===== src/shared/oscrs_pkg.sv =====
// Oscillator run and stabilization constants
package oscrs_pkg;
	localparam int          ADDR_W        = 20;
	localparam logic [19:0] ADDR_RUN_CTRL = 20'hFFFA1;
	localparam logic [19:0] ADDR_STAB_CNT = 20'hFFFA2;
	localparam logic [19:0] ADDR_STAB_SEL = 20'hFFFA3;

	localparam int          BIT_MAIN_HALT = 7;
	localparam int          BIT_SUB_HALT  = 6;
	localparam int          BIT_FAST_HALT = 0;
	localparam logic [7:0]  RUN_CTRL_RST  = 8'hC0;
	localparam logic [7:0]  STAB_CNT_RST  = 8'h00;
	localparam logic [2:0]  STAB_SEL_RST  = 3'h7;
	localparam int          STAB_SEL_W    = 3;

	localparam int          STAB_STEPS    = 8;
	localparam int          STAB_CNT_W    = 19;
	// Period exponents per length code and per status flag
	localparam logic [4:0]  STAB_EXP [STAB_STEPS] = '{5'h08, 5'h09, 5'h0A, 5'h0B, 5'h0D, 5'h0F, 5'h11, 5'h12};

	function automatic logic [STAB_CNT_W-1:0] stabThreshold(input logic [2:0] idx);
		stabThreshold = STAB_CNT_W'(1) << STAB_EXP[idx];
	endfunction
endpackage


===== src/oscrs_stab_counter.sv =====
// Main oscillator stabilization counter with thermometer status
`timescale 1ns/1ps
module oscrs_stab_counter
	import oscrs_pkg::*;
(
	input  wire logic                  ref_clk,
	input  wire logic                  rst_n,
	input  wire logic                  mainOscTick,
	input  wire logic                  clearCount,
	input  wire logic                  startCount,
	input  wire logic [STAB_SEL_W-1:0] stabLen,
	output logic      [STAB_STEPS-1:0] stabFlags,
	output logic                       stabDone
);
	import oscrs_pkg::*;

	logic                  running;
	logic [STAB_CNT_W-1:0] count;
	wire  [STAB_CNT_W-1:0] limit   = stabThreshold(stabLen);
	// Ticks only exist once the oscillator really swings, so start-up time is never counted
	wire                   doCount = running && mainOscTick && (count < limit);
	wire  [STAB_STEPS-1:0] reached;

	genvar i;
	generate
		for (i = 0; i < STAB_STEPS; i++) begin : g_flag
			// Flags beyond the selected length never set
			assign reached[i] = (count >= stabThreshold(3'(i))) && (3'(i) <= stabLen);
		end
	endgenerate

	always_ff @(posedge ref_clk or negedge rst_n) begin
		if (!rst_n) begin
			running   <= 1'b0;
			count     <= '0;
			stabFlags <= STAB_CNT_RST;
		end else if (clearCount) begin
			running   <= 1'b0;
			count     <= '0;
			stabFlags <= STAB_CNT_RST;
		end else begin
			if (startCount) begin
				running <= 1'b1;
			end
			if (doCount) begin
				count <= count + STAB_CNT_W'(1);
			end
			stabFlags <= stabFlags | reached;
		end
	end

	assign stabDone = stabFlags[stabLen];
endmodule


===== src/oscrs_top.sv =====
// Oscillator run control and stabilization timing
`timescale 1ns/1ps
//
// Operation
// - Main halt bit stops main oscillator/external input
// - Sub halt bit stops sub oscillator/external input
// - Fast halt bit stops on-chip fast oscillator
// - Sub halt bit reset only by power-on
// - Status cleared: reset, stop entry, main halt
// - Counting starts on crystal start or stop exit
// - Flags set in turn and stay set
// - Counting limited to selected length
// - Length codes pick 2^8 through 2^18
// - Length select resets to seven
// - Main crystal clock held off until wait done
// - Start-up before oscillation is not counted
// - Count status read only, writes ignored
// - Length select takes byte writes only
// - Clock status: 0 main, 1 sub
// - Main status: 0 fast internal, 1 high-speed
module oscrs_top
	import oscrs_pkg::*;
(
	input  wire logic                      ref_clk,
	input  wire logic                      rst_n,
	input  wire logic                      porRst_n,
	input  wire logic [oscrs_pkg::ADDR_W-1:0] sfrAddr,
	input  wire logic                      sfrWrite,
	input  wire logic                      sfrBitOp,
	input  wire logic [7:0]                sfrWdata,
	input  wire logic                      sfrRead,
	output logic      [7:0]                sfrRdata,
	input  wire logic                      main_crystal_mode_select,
	input  wire logic                      main_external_clock_input,
	input  wire logic                      sub_external_clock_input,
	input  wire logic                      cpu_clock_source_status,
	input  wire logic                      main_source_status,
	input  wire logic                      mainOscTick,
	input  wire logic                      stopEnter,
	input  wire logic                      stopExit,
	output logic                           mainOscEnable,
	output logic                           mainExtClkAccept,
	output logic                           subOscEnable,
	output logic                           subExtClkAccept,
	output logic                           fastOscEnable,
	output logic                           mainClockReady,
	output logic                           stopPrecondFault
);
	import oscrs_pkg::*;

	logic                  main_osc_halt;
	logic                  sub_osc_halt;
	logic                  fast_internal_osc_halt;
	logic [STAB_SEL_W-1:0] stab_time_select;
	logic [STAB_STEPS-1:0] stab_count_status;
	logic                  stabDone;

	wire selRun   = (sfrAddr == ADDR_RUN_CTRL);
	wire selCnt   = (sfrAddr == ADDR_STAB_CNT);
	wire selLen   = (sfrAddr == ADDR_STAB_SEL);
	wire wrRun    = sfrWrite && selRun;
	// Bit manipulation on the length select is dropped
	wire wrLen    = sfrWrite && selLen && !sfrBitOp;
	wire mainHaltSet  = wrRun && sfrWdata[BIT_MAIN_HALT];
	wire mainHaltClr  = wrRun && !sfrWdata[BIT_MAIN_HALT] && main_osc_halt;
	wire crystalStart = mainHaltClr && main_crystal_mode_select && !main_external_clock_input;
	wire stabClear    = mainHaltSet || stopEnter;
	wire stabStart    = crystalStart || stopExit;
	wire [7:0] runView = {main_osc_halt, sub_osc_halt, 5'h00, fast_internal_osc_halt};
	wire [7:0] rdMux   = selRun ? runView :
	                     selCnt ? stab_count_status :
	                     selLen ? {5'h00, stab_time_select} : 8'h00;
	// Flags a halt of the clock the CPU is running on
	wire cpuOnHighSpeed = !cpu_clock_source_status && main_source_status;
	wire cpuOnFast      = !cpu_clock_source_status && !main_source_status;
	wire badStop = wrRun && ((sfrWdata[BIT_MAIN_HALT] && cpuOnHighSpeed) ||
	                         (sfrWdata[BIT_SUB_HALT] && cpu_clock_source_status) ||
	                         (sfrWdata[BIT_FAST_HALT] && cpuOnFast));

	always_ff @(posedge ref_clk or negedge rst_n) begin
		if (!rst_n) begin
			main_osc_halt          <= RUN_CTRL_RST[BIT_MAIN_HALT];
			fast_internal_osc_halt <= RUN_CTRL_RST[BIT_FAST_HALT];
		end else if (wrRun) begin
			main_osc_halt          <= sfrWdata[BIT_MAIN_HALT];
			fast_internal_osc_halt <= sfrWdata[BIT_FAST_HALT];
		end
	end

	// Only power-on reset touches this bit; other resets leave it alone
	always_ff @(posedge ref_clk or negedge porRst_n) begin
		if (!porRst_n) begin
			sub_osc_halt <= RUN_CTRL_RST[BIT_SUB_HALT];
		end else if (wrRun) begin
			sub_osc_halt <= sfrWdata[BIT_SUB_HALT];
		end
	end

	always_ff @(posedge ref_clk or negedge rst_n) begin
		if (!rst_n) begin
			stab_time_select <= STAB_SEL_RST;
		end else if (wrLen) begin
			stab_time_select <= sfrWdata[STAB_SEL_W-1:0];
		end
	end

	always_ff @(posedge ref_clk or negedge rst_n) begin
		if (!rst_n) begin
			sfrRdata         <= 8'h00;
			stopPrecondFault <= 1'b0;
		end else begin
			if (sfrRead) begin
				sfrRdata <= rdMux;
			end
			// Sticky so software can inspect a misuse after the fact
			stopPrecondFault <= stopPrecondFault | badStop;
		end
	end

	oscrs_stab_counter u_stab (
		.ref_clk     (ref_clk),
		.rst_n       (rst_n),
		.mainOscTick (mainOscTick),
		.clearCount  (stabClear),
		.startCount  (stabStart),
		.stabLen     (stab_time_select),
		.stabFlags   (stab_count_status),
		.stabDone    (stabDone)
	);

	assign mainOscEnable    = !main_osc_halt && main_crystal_mode_select && !main_external_clock_input;
	assign mainExtClkAccept = !main_osc_halt && main_crystal_mode_select && main_external_clock_input;
	assign subOscEnable     = !sub_osc_halt && !sub_external_clock_input;
	assign subExtClkAccept  = !sub_osc_halt && sub_external_clock_input;
	assign fastOscEnable    = !fast_internal_osc_halt;
	// External clock needs no settling; crystal waits for the selected length
	assign mainClockReady   = mainExtClkAccept || (mainOscEnable && stabDone);
endmodule


===== config.mk =====
export PLATFORM = sky130hd
export DESIGN_NAME = oscrs_top
export DESIGN_NICKNAME = d
export VERILOG_FILES = /design/src/shared/oscrs_pkg.sv /design/src/oscrs_stab_counter.sv /design/src/oscrs_top.sv
export SDC_FILE = /design/constraint.sdc
export NUM_CORES = 1
export LEC_CHECK = 0
export BUFFER_PORTS_ARGS = -buffer_cell sky130_fd_sc_hd__buf_2
export CAP_MARGIN = 5
export CELL_PAD_IN_SITES_DETAIL_PLACEMENT = 0
export CELL_PAD_IN_SITES_GLOBAL_PLACEMENT = 1
export CORE_ASPECT_RATIO = 1.75
export CORE_MARGIN = 3
export CORE_UTILIZATION = 43
export CTS_BUF_LIST = sky130_fd_sc_hd__clkbuf_4
export CTS_CLUSTER_DIAMETER = 120
export DETAILED_ROUTE_END_ITERATION = 10
export GPL_TIMING_DRIVEN = 0
export PLACE_DENSITY_LB_ADDON = 0.1
export SLEW_MARGIN = 20
export SYNTH_ARGS = -nofsm -noshare
export SYNTH_HDL_FRONTEND = slang
export SYNTH_HIERARCHICAL = 1
export SYNTH_SLANG_ARGS = --single-unit

===== constraint.sdc =====
create_clock -name ref_clk -period 3.5 [get_ports ref_clk]
set_input_delay 0.35 -clock ref_clk [delete_from_list [all_inputs] [get_ports ref_clk]]
set_output_delay 0.35 -clock ref_clk [all_outputs]
set_load 0.05 [all_outputs]

Word level (Yosys, flattened, before mapping)
Memory sizes are Yosys's and may differ from the RTL's.
Cells that the tools add are included.
{"block": "totals", "reg_bits": 43, "latch_bits": 0, "ram_bits": 0, "romBits": 40, "in_bits": 42, "out_inout_bits": 15, "wordCells": 95, "n_memories": 1}
{"memory": "(name not given)", "words": 8, "word_bits": 5, "rd": 1, "rd_ports_with_merged_regs": 0, "wr": 0, "line": "oscrs_pkg.sv:22", "source": "stabThreshold = STAB_CNT_W'(1) << STAB_EXP[idx];"}
{"block": "classes", "addsub": 1, "mul": 0, "div_mod_pow": 0, "order_cmp": 19, "eq_ne": 3, "n_shift": 1, "n_mux": 12, "bitwise_logic": 3, "n_reduce_logical": 46}
{"cell": "20-bit equality test (second input constant)", "count": 3}
{"cell": "19-bit two-way mux", "count": 2}
{"cell": "1-bit logical AND", "count": 30}
{"cell": "8-bit two-way mux", "count": 3}
{"cell": "19-bit by 1-bit adder with 19-bit output (second input constant)", "count": 1}
{"cell": "19-bit by 10-bit >= comparator with 1-bit output (second input constant)", "count": 1}
{"cell": "19-bit by 11-bit >= comparator with 1-bit output (second input constant)", "count": 1}
{"cell": "19-bit by 12-bit >= comparator with 1-bit output (second input constant)", "count": 1}
{"cell": "19-bit by 14-bit >= comparator with 1-bit output (second input constant)", "count": 1}
{"cell": "19-bit by 16-bit >= comparator with 1-bit output (second input constant)", "count": 1}
{"cell": "19-bit by 18-bit >= comparator with 1-bit output (second input constant)", "count": 1}
{"cell": "19-bit >= comparator (second input constant)", "count": 1}
{"cell": "19-bit by 9-bit >= comparator with 1-bit output (second input constant)", "count": 1}
{"cell": "19-bit < comparator", "count": 1}
{"cell": "1-bit by 5-bit left shift with 19-bit output (first input constant)", "count": 1}
{"cell": "3-bit <= comparator (first input constant)", "count": 4}
{"cell": "5-bit two-way mux", "count": 2}
{"cell": "1-bit zero test", "count": 9}
{"cell": "8-bit OR", "count": 1}
{"cell": "1-bit by 3-bit <= comparator with 1-bit output (first input constant)", "count": 2}
{"cell": "2-bit by 3-bit <= comparator with 1-bit output (first input constant)", "count": 2}
{"cell": "1-bit logical OR", "count": 5}
{"cell": "4-bit >= comparator (second input constant)", "count": 1}
{"cell": "3-bit by 4-bit < comparator with 1-bit output (second input constant)", "count": 1}
{"cell": "6 further kinds", "count": 9}

Depth between registers and ports, before layout
{"block": "logic_depth", "word_depth": 9, "ltp_mapped": 11, "mapped_depth_nobuf": 8}

Cells and area by module
The synthesis kept the hierarchy.
{"module": "oscrs_stab_counter", "instances": 1, "cells_per_inst": 216, "area_each_um2": 1940.6, "seq_area_each_um2": 700.7}
{"module": "oscrs_top", "instances": 1, "cells_per_inst": 82, "area_each_um2": 814.5, "seq_area_each_um2": 381.6}

Least setup slack after synthesis
No wires, ideal clock.
{"block": "synth_timing", "path_kind": "register -> register", "from": "register stab_time_select[0]", "to": "register u_stab.count[16]", "setup_ns": 0.128, "arrival_ns": 2.792, "setup_slack_ns": 0.581, "stages_incl_launch_ff": 11, "n_path_buf": 2, "cell_sequence": "dfstp_2 -> clkbuf_1 -> inv_1 -> or3_1 -> ha_1 -> o21a_1 -> o211ai_1 -> o22ai_2 -> clkbuf_1 -> nor4_1 -> mux2_1"}
{"block": "synth_via", "elab_chain_cells": 8}
{"item": "start, declared", "line": "oscrs_top.sv:54", "source": "logic [STAB_SEL_W-1:0] stab_time_select;"}
{"item": "start signal, assigned", "line": "oscrs_top.sv:103", "source": "stab_time_select <= sfrWdata[STAB_SEL_W-1:0];"}
{"item": "3-bit inverter with 4-bit output (not written as such)", "line": "oscrs_pkg.sv:22"}
{"item": "memory read 8 x 5 bit"}
{"item": "5-bit two-way mux (not written as such) (2 in a row)", "line": "oscrs_pkg.sv:22"}
{"item": "1-bit by 5-bit left shift with 19-bit output", "line": "oscrs_pkg.sv:22"}
{"item": "19-bit < comparator", "line": "oscrs_stab_counter.sv:21", "source": "wire doCount = running && mainOscTick && (count < limit);"}
{"item": "1-bit logical AND", "line": "oscrs_stab_counter.sv:21"}
{"item": "2-bit nonzero test (no line)"}
{"item": "end signal, assigned", "line": "oscrs_stab_counter.sv:46", "source": "count <= count + STAB_CNT_W'(1);"}
{"item": "end, declared", "line": "oscrs_stab_counter.sv:18", "source": "logic [STAB_CNT_W-1:0] count;"}
Every way passes these cells. The select of a mux whose other input is x is not followed.
A chain may end at the register's enable or synchronous reset.

Final worst setup path
{"block": "layout_timing", "from": "register stab_time_select[2]", "to": "register u_stab.count[18]"}
Same word-level chain as after synthesis.

==> results.toml <==
[status]
status = "complete, no violations"

[drt]
finalWirelength_mm = 7.21
drtIter0Drc = 86
post_drt_wl_per_cell_um = 16.4
drt-pass1-iter-count = 4
vias_per_cell = 5.69
drtAntennaViolNets = 0
vias = 2509
drc = 0

[clock_network]
clockBufferDepth = 2
cts_made_buffers = 5
cts_tree = "yes"
clk_latency_ps = 360
clk_root_buffer_cell = "clkbuf_4"
cts_setup_buffers = 0
htree_levels = 2
clk_pin_slew_worst_paths_ps = 140
cts_num_sinks = 43

[global_routing]
grt-ovfl-total = 0
grt_pass1_vias = 2498
grt_max_degree = 43
grt_pass1_wl_mm = 12.0
track_usage_pct = 20.8
antenna_found_initial = 0

[floorplan]
fp.dieW_um = 66.5
core_sq_um = 6230
dieArea_sq_um = 7440
num_io_pins = 57
row_count = 38
initial_utilization_pct = 44.2
die_y_um = 112

[setup_path]
cp-startpoint = "stab_time_select[2]"
r2r_slack_ps = 250
worstSetupPathType = "flip-flop to flip-flop"
crit_path_end = "u_stab/count[18]"
r2r-end = "u_stab/count[18]"
crit_required_ps = 3770
reg2reg_depth = 10
worstSetupStartpointType = "flip-flop"
endpoint_kind = "flip-flop"
arrival_ps = 3520
r2r_start = "stab_time_select[2]"
critPathMaxFanout = 10

[power_and_ir_drop]
power_density_nw_per_um2 = 265
combPwrFrac_pct = 10.3
peakVddDrop_uv = 190
switching_share_pct = 27.9
power.switching_w = 0.000236
p_int_w = 0.000611
clockPowerShare_pct = 30.6
p_leak_nw = 1.42
power_frac_seq_pct = 59.1

[logic_synthesis]
dominantRegCellSynth = "dfrtp_1"
synth_top_area_share_pct = 34.5
syn_area_sq_um = 2760
syn_avg_cell_area_sq_um = 9.25
synth_edf_count = 0
ys_ff_latch = 43
async_flop_share_pct = 100
synth_top_cell_by_area = "dfrtp_1"
ys_warn_count = 6
synth_area_leaders = "dfrtp_1 (35%), ha_1 (6.4%), dfstp_2 (4.8%)"
ys_seq_area_share_pct = 39.3
synth_top_cells_by_count = "dfrtp_1 (38), nor2_1 (28), a21oi_1 (23)"
yosysMostFrequentCell = "dfrtp_1"
ys_types = 51
synthesis.instances = 298

[final_layout]
diodes = 0
area_delta_synth_final_pct = 16.0
fin_area_sq_um = 3200
nets = 416
layout-drive-gt1-share_pct = 24.1

[job]
drv_cap = 0

[placed_design]
hpwl_mm = 5.56
port-buffer-count = 52
place_congestion = 0.874
placed_area_sq_um = 3130

[timing]
holdWs_ps = 125
hold_violations = 0
fin_worst_skew_ps = 12.3
setup_violations = 0
period_needed_ps = 3250
clock.fmax_mhz = 307
min_period_over_period_pct = 93.0
rsz0062_at_grt = "false"
slew_headroom_pct = 34.5
setup_tns_ps = 0
slew_violations = 0
tightest_slew_ps = 982

[hold_path]
hold_class = "input pin to asynchronous set/reset pin"
==> cell families after synthesis <==
logic type               Yosys count  synth area share (%)
adder cells (fa/ha/maj)           14                  6.36
AO/OA/AOI/OAI                     71                  17.2
AND/OR/NAND/NOR                  121                  26.1
multiplexers                      16                  6.36
flip-flops                        43                  39.3
buffers and inverters             32                  4.59
other                              1                 0.136
==> final cells by class <==
cell class | count | area, sq um
sequential | 43 | 1080
clock buffer | 5 | 37.5
fill | 610 | 3030
timing repair buffer | 53 | 270
tap | 80 | 100
clock inverter | 3 | 23.8
multi-input combinational | 226 | 1560
inverter | 18 | 67.6
buffer | 13 | 56.3
==> power by group through the flow <==
stage | clock, W | sequential (W) | combinational [W]
6_report | 0.000259 | 0.000501 | 0.0000869
5_1_grt | 0.000293 | 0.000501 | 0.0000979
4_1_cts | 0.000274 | 0.000501 | 0.0000890
3_5_place_dp | 0 | 0.000510 | 0.0000880
3_3_place_gp | 0 | 0.000510 | 0.0000865
2_1_floorplan | 0 | 0.000510 | 0.0000420
==> layer usage <==
layer / vias to the layer above / GRT usage (%) / routed length [um]
li1: 1226 / - / -
met1: 1212 / 22.1 / 2680
met2: 63 / 39.8 / 4180
met3: 8 / 3.13 / 251
met4: 0 / 6.92 / 102
met5: - / 0 / 0
==> placed cells by master (no fill, tap or decap), types with 4 or more instances in the layout <==
cell type	synthesis	layout
nand2_1	19	19
nor2_1	28	28
mux2_2	4	4
o21ai_0	7	7
dfrtp_1	38	38
nand3b_1	4	4
mux2_1	8	8
o31ai_1	12	12
dfstp_2	5	5
nor4_1	4	4
clkbuf_4	0	5
clkbuf_1	9	7
or4_1	12	12
or3_1	5	5
inv_1	18	18
nand4_1	9	9
ha_1	14	14
buf_2	4	56
mux2i_1	4	4
conb_1	1	4
nand3_1	12	12
a21o_1	4	4
nor2b_1	5	5
o22ai_1	9	9
a21oi_1	23	23
==> critical path, cell delays in order (launching register included) <==
cell and delay (ps):
dfstp_2 570, clkbuf_1 300, clkbuf_2 280, nand3_1 120, ha_1 320, and4_4 210
o211ai_1 110, o22ai_2 150, clkbuf_1 270, nor4_1 470, mux2_1 360
==> worst min path at each step <==
| stage | to | depth (start not counted) |
|---|---|---|
| 2_1_floorplan | fast_internal_osc_halt | 0 |
| 3_3_place_gp | sub_osc_halt | 1 |
| 3_5_place_dp | sub_osc_halt | 1 |
| 4_1_cts | u_stab/count[18] | 1 |
| 5_1_grt | u_stab/count[17] | 1 |
| 6_report | u_stab/count[15] | 1 |
==> sequential cells by signal, indices dropped and copies added (netlist names) <==
signal,count
fast_internal_osc_halt,1
main_osc_halt,1
sfrRdata,8
stab_time_select,3
stopPrecondFault,1
sub_osc_halt,1
u_stab/count,19
u_stab/running,1
u_stab/stabFlags,8
==> metrics by stage <==
stage               utilization [%]  instances  setup WS [ps]  power [W]
finish                         51.3        441            245   0.000847
global route                   51.3        441           76.2   0.000892
CTS                            51.3        441            128   0.000863
detailed placement             50.2        433           12.1   0.000598
global placement               50.2        433           16.9   0.000596
floorplan                         -        301            581   0.000551
==> what timing repair did <==
action	4_1_cts	5_1_grt
hold buffers	1	0
endpoints found under the setup margin	1	2
pin swaps	0	0
resized for setup	0	2
hold endpoints to repair	1	0
Power figures use the tool's default switching activity.
